`src/hdl/ipm_pkg.sv`:
```
// package for the input polarity and function mux
// assumes a 125 MHz system clock
`default_nettype none
package ipm_pkg;
	localparam int IPM_NUM_IN = 9;
	localparam int IPM_CLK_MHZ = 125;
	localparam int IPM_HOLD_MS = 10;
	localparam int IPM_HOLD_CYC = IPM_HOLD_MS * 1000 * IPM_CLK_MHZ;
	localparam int IPM_CNT_W = 21;
	// register byte addresses
	localparam logic [7:0] IPM_ADDR_POL = 8'h00;
	localparam logic [7:0] IPM_ADDR_CFG = 8'h04;
	localparam logic [7:0] IPM_ADDR_STAT = 8'h08;
	localparam logic [7:0] IPM_ADDR_IRQ = 8'h0c;
	localparam logic [7:0] IPM_ADDR_MASK = 8'h10;
	localparam logic [7:0] IPM_ADDR_LVL = 8'h14;
	// config register fields
	localparam int IPM_CFG_MODE_LSB = 0;
	localparam int IPM_CFG_TLM_BIT = 2;
	localparam int IPM_CFG_IN4_BIT = 3;
	// status fields
	localparam int IPM_ST_TRIP_BIT = 0;
	// irq bits
	localparam int IPM_IRQ_CLR = 0;
	localparam int IPM_IRQ_ACL = 1;
	localparam int IPM_IRQ_W = 2;
	// reset values
	localparam logic [8:0] IPM_POL_RST = 9'h000;
	localparam logic [3:0] IPM_CFG_RST = 4'h0;
	localparam logic [1:0] IPM_MASK_RST = 2'h0;
	typedef enum logic [1:0]
	{
		IPM_MODE_SPEED = 2'h0,
		IPM_MODE_POS = 2'h1,
		IPM_MODE_CSPEED = 2'h2,
		IPM_MODE_CPOS = 2'h3
	} ipm_mode_t;
endpackage
`default_nettype wire

```
`src/hdl/ipm_mux.sv`:
```
// input terminal conditioning, polarity and function routing
// assumes terminals already synchronous to clk_sys
// What this block does
// - current flowing means input asserted
// - nine per-terminal polarity bits, default normal
// - in compat modes shared input is brake, alarm clear when tripped
// - shared output busy, alarm code when tripped
// - config bit swaps busy for torque limit
// - unsupported functions unselectable per mode
// - terminal 4 data-select bit 2 or thermostat
// - select bits form number 0..7, bit 3 held zero
// - alarm reset on falling edge clears alarm
//
// Decided for this implementation: strobed register access and the placing of the registers.
`default_nettype none
module ipm_mux
	import ipm_pkg::*;
(
	// clock and reset
	input  wire logic                  clk_sys,
	input  wire logic                  nrst,
	// register port
	input  wire logic [7:0]            reg_addr,
	input  wire logic [31:0]           reg_wdata,
	input  wire logic                  reg_wr,
	input  wire logic                  reg_rd,
	output logic      [31:0]           reg_rdata,
	// terminals and device state
	input  wire logic [8:0]            input_terminals,
	input  wire logic                  trip_event,
	input  wire logic                  busy_state,
	input  wire logic                  torque_limit_reached,
	input  wire logic [7:0]            alarm_code,
	// decoded functions
	output logic                       run_positive,
	output logic                       run_negative,
	output logic                       run_clockwise,
	output logic                       run_counterclockwise,
	output logic [3:0]                 data_select_bits,
	output logic                       free_cmd,
	output logic                       stop_cmd,
	output logic                       brake_cmd,
	output logic                       alarm_clear_input,
	output logic                       alarm_reset_input,
	output logic                       regen_thermostat_input,
	output logic                       start_cmd,
	output logic                       home_cmd,
	output logic                       home_sensor,
	output logic                       alarm_active,
	output logic                       shared_out,
	output logic                       alarm_code_output,
	output logic                       irq
);
	import ipm_pkg::*;

	// ***********************
	// registers
	// ***********************
	logic [8:0]           pol_reg;
	logic [3:0]           cfg_reg;
	logic [1:0]           mask_reg;
	logic [1:0]           irq_reg;
	logic [1:0]           irq_next;
	logic                 trip_reg;
	logic                 trip_next;
	logic [8:0]           filt_reg;
	logic                 acl_prev_reg;
	logic                 rst_prev_reg;
	logic [31:0]          rdata_reg;
	logic [7:0]           code_reg;
	logic [7:0]           shift_reg;

	wire ipm_mode_t mode = ipm_mode_t'(cfg_reg[IPM_CFG_MODE_LSB +: 2]);
	wire logic compat = (mode == IPM_MODE_CSPEED) || (mode == IPM_MODE_CPOS);
	wire logic posmode = (mode == IPM_MODE_POS) || (mode == IPM_MODE_CPOS);

	// ***********************
	// polarity and filter
	// ***********************
	// terminal high means current flows
	wire logic [8:0] pol_in = input_terminals ^ pol_reg;

	// filter holds until level stable 10 ms
	// shorter pulses never reach the decode
	genvar gi;
	generate
		for (gi = 0; gi < IPM_NUM_IN; gi++)
		begin : g_filt
			logic [IPM_CNT_W-1:0] cnt_reg;
			always_ff @(posedge clk_sys)
			begin
				if (!nrst)
				begin
					cnt_reg <= '0;
					filt_reg[gi] <= 1'b0;
				end
				else if (pol_in[gi] == filt_reg[gi])
					cnt_reg <= '0;
				else if (cnt_reg == IPM_CNT_W'(IPM_HOLD_CYC - 1))
				begin
					cnt_reg <= '0;
					filt_reg[gi] <= pol_in[gi];
				end
				else
					cnt_reg <= cnt_reg + 1'b1;
			end
		end
	endgenerate

	// ***********************
	// function decode
	// ***********************
	// run, start, home, stop, brake and alarm input functions gated by active mode
	assign run_positive = !compat && filt_reg[0] && !posmode;
	assign run_negative = !compat && filt_reg[1] && !posmode;
	assign run_clockwise = (mode == IPM_MODE_CSPEED) && filt_reg[0];
	assign run_counterclockwise = (mode == IPM_MODE_CSPEED) && filt_reg[1];
	assign home_cmd = (mode == IPM_MODE_POS) && filt_reg[0];
	assign start_cmd = ((mode == IPM_MODE_POS) && filt_reg[1]) || ((mode == IPM_MODE_CPOS) && filt_reg[0]);
	assign home_sensor = ((mode == IPM_MODE_CPOS) && filt_reg[1]) || ((mode == IPM_MODE_POS) && filt_reg[8]);
	wire logic in4_th = cfg_reg[IPM_CFG_IN4_BIT];
	assign regen_thermostat_input = in4_th && filt_reg[4];
	assign data_select_bits = {1'b0, filt_reg[4] & !in4_th, filt_reg[3], filt_reg[2]};
	assign free_cmd = filt_reg[5];
	assign stop_cmd = !compat && filt_reg[6];
	// shared input changes role on trip
	assign brake_cmd = compat && !trip_reg && filt_reg[6];
	assign alarm_clear_input = compat && trip_reg && filt_reg[6];
	assign alarm_reset_input = !compat && filt_reg[7];
	assign alarm_active = trip_reg;

	// falling edge of reset input clears
	wire logic rst_fall = rst_prev_reg && !alarm_reset_input;
	wire logic acl_fall = acl_prev_reg && !alarm_clear_input;
	wire logic clr_ev = trip_reg && (rst_fall || acl_fall);
	// a new trip in the clearing cycle wins
	assign trip_next = trip_event ? 1'b1 : (clr_ev ? 1'b0 : trip_reg);

	// busy normally, alarm code on trip
	// config swaps busy for torque limit
	wire logic busy_sel = cfg_reg[IPM_CFG_TLM_BIT] ? torque_limit_reached : busy_state;
	// gated so a stale code bit never leaks out in the cycle after the clear
	assign alarm_code_output = trip_reg && shift_reg[0];
	assign shared_out = trip_reg ? alarm_code_output : busy_sel;

	// ***********************
	// register port
	// ***********************
	wire logic wr_pol = reg_wr && (reg_addr == IPM_ADDR_POL);
	wire logic wr_cfg = reg_wr && (reg_addr == IPM_ADDR_CFG);
	wire logic wr_irq = reg_wr && (reg_addr == IPM_ADDR_IRQ);
	wire logic wr_mask = reg_wr && (reg_addr == IPM_ADDR_MASK);
	wire logic [1:0] irq_set = {acl_fall && trip_reg, trip_event && !trip_reg};
	// set wins over write-one-to-clear
	assign irq_next = irq_set | (irq_reg & ~(wr_irq ? reg_wdata[1:0] : 2'h0));
	assign irq = |(irq_reg & mask_reg);
	assign reg_rdata = rdata_reg;

	wire logic [31:0] rd_mux =
		(reg_addr == IPM_ADDR_POL)  ? {23'h0, pol_reg} :
		(reg_addr == IPM_ADDR_CFG)  ? {28'h0, cfg_reg} :
		(reg_addr == IPM_ADDR_STAT) ? {23'h0, code_reg, trip_reg} :
		(reg_addr == IPM_ADDR_IRQ)  ? {30'h0, irq_reg} :
		(reg_addr == IPM_ADDR_MASK) ? {30'h0, mask_reg} :
		(reg_addr == IPM_ADDR_LVL)  ? {23'h0, filt_reg} : 32'h0;

	always_ff @(posedge clk_sys)
	begin
		if (!nrst)
		begin
			pol_reg <= IPM_POL_RST;
			cfg_reg <= IPM_CFG_RST;
			mask_reg <= IPM_MASK_RST;
			irq_reg <= 2'h0;
			rdata_reg <= 32'h0;
		end
		else
		begin
			if (wr_pol)
				pol_reg <= reg_wdata[8:0];
			if (wr_cfg)
				cfg_reg <= reg_wdata[3:0];
			if (wr_mask)
				mask_reg <= reg_wdata[1:0];
			irq_reg <= irq_next;
			rdata_reg <= reg_rd ? rd_mux : 32'h0;
		end
	end

	// ***********************
	// alarm state
	// ***********************
	// alarm code shifts out lsb first, repeating
	always_ff @(posedge clk_sys)
	begin
		if (!nrst)
		begin
			trip_reg <= 1'b0;
			rst_prev_reg <= 1'b0;
			acl_prev_reg <= 1'b0;
			code_reg <= 8'h00;
			shift_reg <= 8'h00;
		end
		else
		begin
			trip_reg <= trip_next;
			rst_prev_reg <= alarm_reset_input;
			acl_prev_reg <= alarm_clear_input;
			if (trip_event && !trip_reg)
			begin
				code_reg <= alarm_code;
				shift_reg <= alarm_code;
			end
			else if (trip_reg)
				shift_reg <= {shift_reg[0], shift_reg[7:1]};
			else
				shift_reg <= 8'h00;
		end
	end
endmodule
`default_nettype wire

```
`config.mk`:
```
export PLATFORM = sky130hd
export DESIGN_NAME = ipm_mux
export DESIGN_NICKNAME = d
export VERILOG_FILES = /design/src/hdl/ipm_pkg.sv /design/src/hdl/ipm_mux.sv
export SDC_FILE = /design/constraint.sdc
export NUM_CORES = 1
export LEC_CHECK = 0
export ABC_CLOCK_PERIOD_IN_PS = 4500
export BUFFER_PORTS_ARGS = -buffer_cell sky130_fd_sc_hd__buf_2
export CAP_MARGIN = 40
export CELL_PAD_IN_SITES_DETAIL_PLACEMENT = 2
export CELL_PAD_IN_SITES_GLOBAL_PLACEMENT = 2
export CORE_UTILIZATION = 30
export DETAILED_ROUTE_END_ITERATION = 8
export PLACE_DENSITY = 0.68
export SYNTH_ARGS = -nofsm -noshare
export SYNTH_HDL_FRONTEND = slang
export SYNTH_SLANG_ARGS = --single-unit
```
`constraint.sdc`:
```
create_clock -name clk_sys -period 4.5 [get_ports clk_sys]
set_clock_uncertainty 0.2 [all_clocks]
set_input_delay 0.45 -clock clk_sys [delete_from_list [all_inputs] [get_ports clk_sys]]
set_output_delay 0.45 -clock clk_sys [all_outputs]
set_load 0.005 [all_outputs]
```
# After elaboration in Yosys (flattened, before gate mapping)
# Cells that the tools add are included.
word_totals:
  register_bits: 266
  in_bits: 64
  out_inout_bits: 53
classes:
  add_sub_neg: 9
  eq_ne: 26
  n_mux: 13
  bitwise: 17
  n_reduce_logical: 62
ops:
  columns: ["op", "count"]
  rows:
  - ["adder 21 x 1 -> 21 bit, second input constant", 9]
  - ["equality test 21 bit, second input constant", 9]
  - ["two-way mux 9 bit", 6]
  - ["logical AND 1 bit", 28]
  - ["OR reduction 3 bit", 9]
  - ["AND reduction 2 bit", 10]
  - ["equality test 8 x 4 -> 1 bit, second input constant", 2]
  - ["equality test 8 x 5 -> 1 bit, second input constant", 2]
  - ["two-way mux 8 bit", 2]
  - ["inverter 1 bit", 11]
  - ["equality test 1 bit", 9]
  - ["bitwise XOR 9 bit", 1]
  - ["equality test 8 x 3 -> 1 bit, second input constant", 1]
  - ["zero test 8 bit", 1]
  - ["OR reduction 7 bit", 1]
  - ["zero test 1 bit", 6]
  - ["logical OR 1 bit", 5]
  - ["AND 2 bit", 2]
  - ["equality test 2 bit, second input constant", 2]
  - ["two-way mux 1 bit", 4]
  - ["equality test 2 x 1 -> 1 bit, second input constant", 1]
  - ["two-way mux 2 bit", 1]
  - ["inverter 2 bit", 1]
  - ["OR 2 bit", 1]
  - ["3 further kinds", 3]

# Longest topological paths before layout
# Gate-level depths: netlist of run 1.
depth:
  depth_word: 10
  depth_mapped: 7
  depth_no_buf: 5

# Worst setup path after synthesis of run 1
# Ideal clock, no wire load.
synth_path:
  path_kind: "reg2reg"
  from: "reg g_filt[8].cnt_reg[0]"
  to: "reg g_filt[8].cnt_reg[18]"
  t_arrival_ns: 1.929
  required_time_ns: 4.234
  path_slack_ns: 2.305
  path_stages_with_launch: 7
  cell_sequence: "dfxtp_1 -> ha_1 -> nand3_4 -> or4_1 -> buf_2 -> or4_4 -> a21oi_2"
synth_between:
  elab_chain_cells: 2
  elab_cells_between_ends: 3
  cone_classes: "add/sub: 1; eq/ne: 1; reduce/logical: 1"
synth_lines:
  columns: ["item", "line_no", "rtl"]
  rows:
  - ["from (decl)", "ipm_mux.sv:89", "logic [IPM_CNT_W-1:0] cnt_reg;"]
  - ["from (signal assigned)", "ipm_mux.sv:105", "cnt_reg <= cnt_reg + 1'b1;"]
  - ["parallel branches: the longest is 2 deep, another holds adder 21 x 1 -> 21 bit", null, null]
# Parallel ways; which one is timed is not known.
# A chain may end at the register's enable or synchronous reset.

# Worst setup path in the final report of run 1
layout_path:
  from: "reg trip_reg (netlist: alarm_active)"
  to: "out shared_out"
layout_between:
  elab_chain_cells: 2
layout_lines:
  columns: ["item", "line_no", "rtl"]
  rows:
  - ["from (decl)", "ipm_mux.sv:64", "logic trip_reg;"]
  - ["from (signal assigned)", "ipm_mux.sv:206", "trip_reg <= trip_next;"]
  - ["logical AND 1 bit", "ipm_mux.sv:143", "assign alarm_code_output = trip_reg && shift_reg[0];"]
  - ["two-way mux 1 bit (*)", "ipm_mux.sv:144", "assign shared_out = trip_reg ? alarm_code_output : busy_sel;"]
  - ["to (decl)", "ipm_mux.sv:50", "output logic shared_out,"]
# Mark *: on every way between the ends. The rest lies on a longest branch, timed or not.

==> results of run 1 <==
## how the worst min path moves through the flow
| stage | from | end | slack [ps] |
|---|---|---|---|
| floorplan | g_filt[3].cnt_reg[0] | g_filt[3].cnt_reg[0] | 210 |
| global placement | g_filt[3].cnt_reg[0] | g_filt[3].cnt_reg[0] | 220 |
| detailed placement | g_filt[3].cnt_reg[0] | g_filt[3].cnt_reg[0] | 230 |
| CTS | alarm_code[0] | shift_reg[0] | 0.3 |
| global route | alarm_code[0] | shift_reg[0] | 30 |
| finish | alarm_code[0] | code_reg[0] | 10 |
## worst max-delay path: stages, from the launching register on
cell	delay (ps)
dfxtp_1	800
nand2_1	290
o21ai_0	260
buf_2	200
## metrics by stage
step                      hold WS (ps)  setup slack [ps]  power, mW  cell area (sq um)  util, %
after floorplan                    213              2310       2.32              11400        -
after CTS                        0.301              1720       4.79              13100     35.6
final                             13.8              1740       4.70              13100     35.6
after global routing              27.4              1570       4.88              13100     35.6
after detailed placement           233              1680       2.38              12100     32.8
after global placement             223              1700       2.37              12000     32.6
## cells in the mapped netlist, drive strengths merged, types with 4 or more instances
master,instances,share of area [%]
or4,33,2.2
o221a,5,0.50
nand2,92,3.1
a2bb2oi,5,0.39
nor4,29,1.7
a32oi,4,0.31
nor2b,26,1.4
or3,34,1.9
a21oi,55,2.5
nor2,162,5.4
o21ai,39,1.7
nor4b,13,1.0
xnor2,90,7.0
and2,14,0.78
o211ai,7,0.51
o31ai,18,1.2
ha,9,1.0
buf,37,2.2
xor2,42,3.3
a21boi,18,1.2
nor3,25,1.1
and4,11,0.85
nand4b,5,0.39
and3,17,0.94
a22oi,7,0.47
inv,40,1.3
nor3b,5,0.33
clkbuf,35,1.2
mux2i,20,1.8
nand3,63,3.0
dfxtp,243,43
o21a,4,0.27
nand4,50,2.9
## layout make-up
cell class / instances / area (sq um) / share of cell area (%)
multi-input cells: 967 / 6000 / 45.8
inverters: 40 / 150 / 1.15
clock inverters: 7 / 88.8 / 0.678
repair buffers: 90 / 551 / 4.20
well taps: 468 / 586 / 4.47
clock buffers: 44 / 862 / 6.58
flip-flops and latches: 243 / 4860 / 37.1
## where the power goes
| group | switching [mW] | leakage [nW] | internal (mW) |
|---|---|---|---|
| clock network | 0.936 | 0.472 | 1.42 |
| logic | 0.0974 | 1.88 | 0.0556 |
| registers | 0.0168 | 1.96 | 2.17 |
## logic make-up (layout without fill, tap and decap cells)
family | after synthesis | after routing | synth area share (%)
fa+ha+maj | 9 | 9 | 0.997
other cells | 1 | 24 | 0.0332
mux | 20 | 20 | 1.77
compound gates | 183 | 183 | 10.6
buf+inv | 112 | 181 | 4.70
xor+xnor | 133 | 133 | 10.4
flops | 243 | 243 | 43.1
simple gates | 598 | 598 | 28.4
## layer usage
metal / GRT usage (%) / vias up / wire length, um / share of wire [%]
li1: - / 4706 / - / -
met1: 21.0 / 4735 / 14700 / 46
met2: 29.2 / 102 / 15500 / 49
met3: 2.36 / 44 / 902 / 2.8
met4: 4.37 / 0 / 745 / 2.3
met5: 0 / - / 0 / 0
==> summary.md, run 1 <==
| Metric | Value |
|---|---|
| Slew at the pin with the worst max-slew slack | 790 ps |
| Synthesized area divided by synthesized cell count | 8.69 sq um |
| Most common library cell in the layout ignoring fill and taps | dfxtp_1 |
| Vias in the first global route | 10000 |
| Residual antenna-violating net count after detailed routing | 0 |
| Wire length of the first global-routing pass | 51.9 mm |
| Die area | 38400 sq um |
| Cell depth of the worst flop-to-flop path | 6 |
| Most frequent cells in the layout | dfxtp_1, nor2_1, nand2_1 |
| FFs w/ async S/R, synth | 0% |
| Max Freq | 363 MHz |
| # Max-Cap Violations | 0 |
| Peak VDD IR | 262 uV |
| Vertical die dimension | 196 um |
| Total of cells resized after clock tree synthesis | 0 |
| Startpoint kind of the worst setup timing path | register |
| Worst hold path depth | 3 |
| Ports placed on the boundary | 117 |
| Number of buffers created by CTS | 29 |
| Critical Path Sink Type | primary output |
| Crit path required time | 3850 ps |
| Worst reg2reg path endpoint | g_filt[7].cnt_reg[4] |
| Cell area after synthesis | 11300 sq um |
| Flip-flop cell with the highest count after synthesis | dfxtp_1 |
| HP Class | primary input to register |
| Estimated wirelength of the detail-placed design | 23.1 mm |
| TritonCTS clock tree | yes |
| Post-layout instance count excluding filler cells | 1859 |
| Post-CTS Setup Bufs | 0 |
| Run status | finished clean |
| Number of antenna violations at the first check in global routing | 0 |
| Clock sinks | 243 |
| Number of hold-repair buffers added at the cts stage | 10 |
| Layout fillers | 4107 |
| Launch point of the critical path | alarm_active |
| Number of detailed-routing iterations run before antenna repair | 5 |
| Arrival time at the worst endpoint | 2110 ps |
| Maximum number of pins on one net before global-route repair | 30 |
| Via-to-Cell Ratio | 5.16 |
| Count of H-tree levels built during CTS | 1 |
| Leakage power of the design | 4.31 nW |
| Routed length per placed instance | 17.1 um |
| Number of placed instances, taps included | 1798 |
| Crit path capture | shared_out |
| Headroom to the max-slew limit | 47.3% |
| Congestion Overflow GR | 0 |
| Core footprint | 36800 sq um |
| Effective utilization at floorplan | 30.7% |
| Number of enable flip-flop cells after synthesis | 0 |
| Largest buffer count on any clock path | 3 |
| Slew Viols, Final | 0 |
| Slack of the worst reg-to-reg path | 1890 ps |
| Final setup violation count | 0 |
| DRT iter0 DRCs | 232 |
| CTS clock-pin slew for the worst setup and hold paths | 60 ps |
| RD Place Congestion | 0.753 |
| Routed WL | 31.8 mm |
| Critical path fanouts, max | 17 |
| Number of nets in the layout | 1444 |
| Number of flip-flops under the largest register name | 189 |
| Period utilisation layout | 61.3% |
| Category of the critical setup timing path | register to primary output |
| Number of hold violations in the final report | 0 |
| Worst R2R Start | g_filt[7].cnt_reg[0] |
| Count of inserted antenna diode cells | 0 |
| Synth Instances | 1299 |
| Sequential-to-total area share from yosys stat | 43.1% |
| Total global routing track utilization | 16.6% |
| Final min period | 2760 ps |
| Yosys warning count | 0 |
| Ratio of cells with drive above 1 in the final layout | 10.6% |
| Layout overhead on the synthesized area | 16.1% |
| Count of different cell masters after synthesis | 69 |
| Total vias in the final route | 9587 |
| Root buffer cell | clkbuf_16 |
| Setup repair after global routing missed its margin | no |
| Die W | 196 um |
| Worst-skew pair later-pin latency | 560 ps |
| Total Negative Setup Slacks | 0 ps |
| Number of input and output port buffers inserted | 69 |
| Power density relative to cell area | 358 nW/um^2 |
| Flop and latch count out of synthesis | 243 |
| Placement Rows | 70 |
| Total DRC errors in the routed layout | 0 |
Power figures use the tool's default switching activity.
==> inputs of run 2 (changes only) <==
--- a/config.mk
+++ b/config.mk
@@ -5,7 +5,7 @@
 export SDC_FILE = /design/constraint.sdc
 export NUM_CORES = 1
 export LEC_CHECK = 0
-export ABC_CLOCK_PERIOD_IN_PS = 4500
+export ABC_CLOCK_PERIOD_IN_PS = 2700
 export BUFFER_PORTS_ARGS = -buffer_cell sky130_fd_sc_hd__buf_2
 export CAP_MARGIN = 40
 export CELL_PAD_IN_SITES_DETAIL_PLACEMENT = 2
==> constraint.sdc (replaced) <==
create_clock -name clk_sys -period 2.7 [get_ports clk_sys]
set_clock_uncertainty 0.2 [all_clocks]
set_input_delay 0.27 -clock clk_sys [delete_from_list [all_inputs] [get_ports clk_sys]]
set_output_delay 0.27 -clock clk_sys [all_outputs]
set_load 0.005 [all_outputs]
==> summary.md, run 2 (synthesized netlist as in run 1, its figures left out) <==
| Metric | Value |
|---|---|
| Crit path required time | 2950 ps (-900 ps) |
| Sequential fraction of design power | 45.2% (-1.3 points) |
| Total Negative Setup Slacks | 0 ps (unchanged) |
| Run status | finished clean |
| Instance area after placement | 12200 sq um (+0.91%) |
| Estimated wirelength of the detail-placed design | 23.6 mm (+2.2%) |
| Via-to-Cell Ratio | 5.15 (about the same) |
| Total DRC errors in the routed layout | 0 (unchanged) |
| Number of hold violations in the final report | 0 (unchanged) |
| Effective utilization at floorplan | 30.7% (unchanged) |
| Share of total power in combinational logic | 3.6% (+0.3 points) |
| Share of total power in the clock network | 51.2% (+1.0 points) |
| Slew Viols, Final | 0 (unchanged) |
| Most common library cell in the layout ignoring fill and taps | dfxtp_1 |
| Layout overhead on the synthesized area | 19.5% |
| Ratio of cells with drive above 1 in the final layout | 12.1% (+1.5 points) |
| WHS | 35.9 ps (+22.0 ps) |
| Final setup violation count | 0 (unchanged) |
| Slack of the worst reg-to-reg path | 300 ps (-1590 ps) |
| CTS clock-pin slew for the worst setup and hold paths | 60 ps (about the same) |
| Core footprint | 36800 sq um (unchanged) |
| Number of detailed-routing iterations run before antenna repair | 4 (-1) |
| Number of buffers created by CTS | 30 (+3.4%) |
| Vertical die dimension | 196 um (unchanged) |
| Die area | 38400 sq um (unchanged) |
| Headroom to the max-slew limit | 44.6% (-2.7 points) |
| Die W | 196 um (unchanged) |
| Number of hold-repair buffers added at the cts stage | 31 (+21) |
| Largest buffer count on any clock path | 3 (unchanged) |
| # Max-Cap Violations | 0 (unchanged) |
| Critical Path Sink Type | register |
| Count of inserted antenna diode cells | 0 (unchanged) |
| Ports placed on the boundary | 117 (unchanged) |
| Setup repair after global routing missed its margin | no |
| Routed WL | 33.1 mm (+4.1%) |
| Category of the critical setup timing path | primary input to register |
| Slew at the pin with the worst max-slew slack | 830 ps (+40.2 ps) |
| Total of cells resized after clock tree synthesis | 0 (unchanged) |
| Critical path fanouts, max | 17 (unchanged) |
| Root buffer cell | clkbuf_16 |
| Maximum number of pins on one net before global-route repair | 26 (-13%) |
| Residual antenna-violating net count after detailed routing | 0 (unchanged) |
| Max Freq | 400 MHz |
| Peak VDD IR | 419 uV (+60%) |
| Layout fillers | 4123 (+0.39%) |
| Internal power | 6.20 mW (+70%) |
| TritonCTS clock tree | yes |
| Post-layout total power | 8.06 mW (+72%) |
| Launch point of the critical path | reg_addr[2] |
| Worst R2R Start | g_filt[6].cnt_reg[0] |
| Clock sinks | 243 (unchanged) |
| Post-CTS Setup Bufs | 0 (unchanged) |
| Total vias in the final route | 9813 (+2.4%) |
| Net switching fraction of the power | 23.1% (+0.71 points) |
| Number of input and output port buffers inserted | 69 (unchanged) |
| Number of antenna violations at the first check in global routing | 0 (unchanged) |
| Total global routing track utilization | 17.5% (+0.92 points) |
| Congestion Overflow GR | 0 (unchanged) |
| Most frequent cells in the layout | dfxtp_1, nor2_1, nand2_1 |
| Switching power total | 1.86 mW (+77%) |
| DRT iter0 DRCs | 236 (+1.7%) |
| Routed length per placed instance | 17.4 um (+1.6%) |
| Share of the core filled with cells | 36.7% (+1.0 points) |
| Arrival time at the worst endpoint | 2750 ps (+640 ps) |
| RD Place Congestion | 0.750 (-0.33%) |
| Number of flip-flops under the largest register name | 189 (unchanged) |
| Hold Path Origin | reg_addr[5] |
| Leakage power of the design | 4.50 nW (+4.2%) |
| Number of nets in the layout | 1485 (+2.8%) |
| Final non-filler cell area | 13500 sq um (+2.9%) |
| Count of H-tree levels built during CTS | 1 (unchanged) |
| Worst-skew pair later-pin latency | 570 ps (about the same) |
| Power density relative to cell area | 597 nW/um^2 (+67%) |
| Vias in the first global route | 10500 (+5.0%) |
| Final min period | 2500 ps |
| Startpoint kind of the worst setup timing path | primary input |
| Wire length of the first global-routing pass | 55.1 mm (+6.2%) |
| HP Class | primary input to register |
| Placement Rows | 70 (unchanged) |
| Period utilisation layout | 92.6% |
[run 2: changes by cell type in the layout (fill, tap and decap cells not counted), sizes merged]
| cell | change |
|---|---|
| clkinv | +7 |
| bufinv | +1 |
| dlygate4sd3 | +21 |
| buf | +19 |
| clkinvlp | +3 |
| clkbuf | -6 |
[run 2: metal layers]
metal  vias to the layer above  track usage [%]  part of all wire [%]
met5                         -                0                     0
met4                         0             4.14                   2.1
met3                        46             2.70                   3.0
li1                       4801                -                     -
met2                        99             31.5                    49
met1                      4867             21.7                    46
[run 2: final timing paths]
path	endpoint	cells after the start
min	reg_rdata[3]	4
max	mask_reg[1]	7
min reg2reg	g_filt[3].cnt_reg[0]	1
max reg2reg	g_filt[6].cnt_reg[20]	5
[run 2: per-stage QoR]
stage          std cells  setup WS [ps]
3_5_place_dp        1817            304
2_1_floorplan       1322            505
3_3_place_gp        1817            370
5_1_grt             1904           95.4
6_report            1904            200
4_1_cts             1904            283
[run 2: power groups by stage]
| stage | Clock, mW | Sequential, mW | Combinational (mW) |
|---|---|---|---|
| after floorplan | 0 | 3.71 | 0.165 |
| after global placement | 0 | 3.72 | 0.251 |
| after detailed placement | 0 | 3.72 | 0.259 |
| after CTS | 4.26 | 3.64 | 0.295 |
| after global routing | 4.40 | 3.64 | 0.323 |
| final | 4.13 | 3.64 | 0.291 |
[run 2: final cells by class]
cell class	instances	area, sq um	area share [%]
clock buffers	38	832	6.17
clock inverters	18	183	1.35
inverters	40	150	1.11
flip-flops and latches	243	4860	36.1
repair buffers	130	881	6.53
multi-input cells	967	5990	44.4
well taps	468	586	4.34
[run 2: worst max-delay path, stage by stage]
cell	delay, ps
buf_2	200
nor4_1	620
nand4_1	290
mux2i_1	210
dlygate4sd3_1	560
nor2b_1	40
dlygate4sd3_1	550
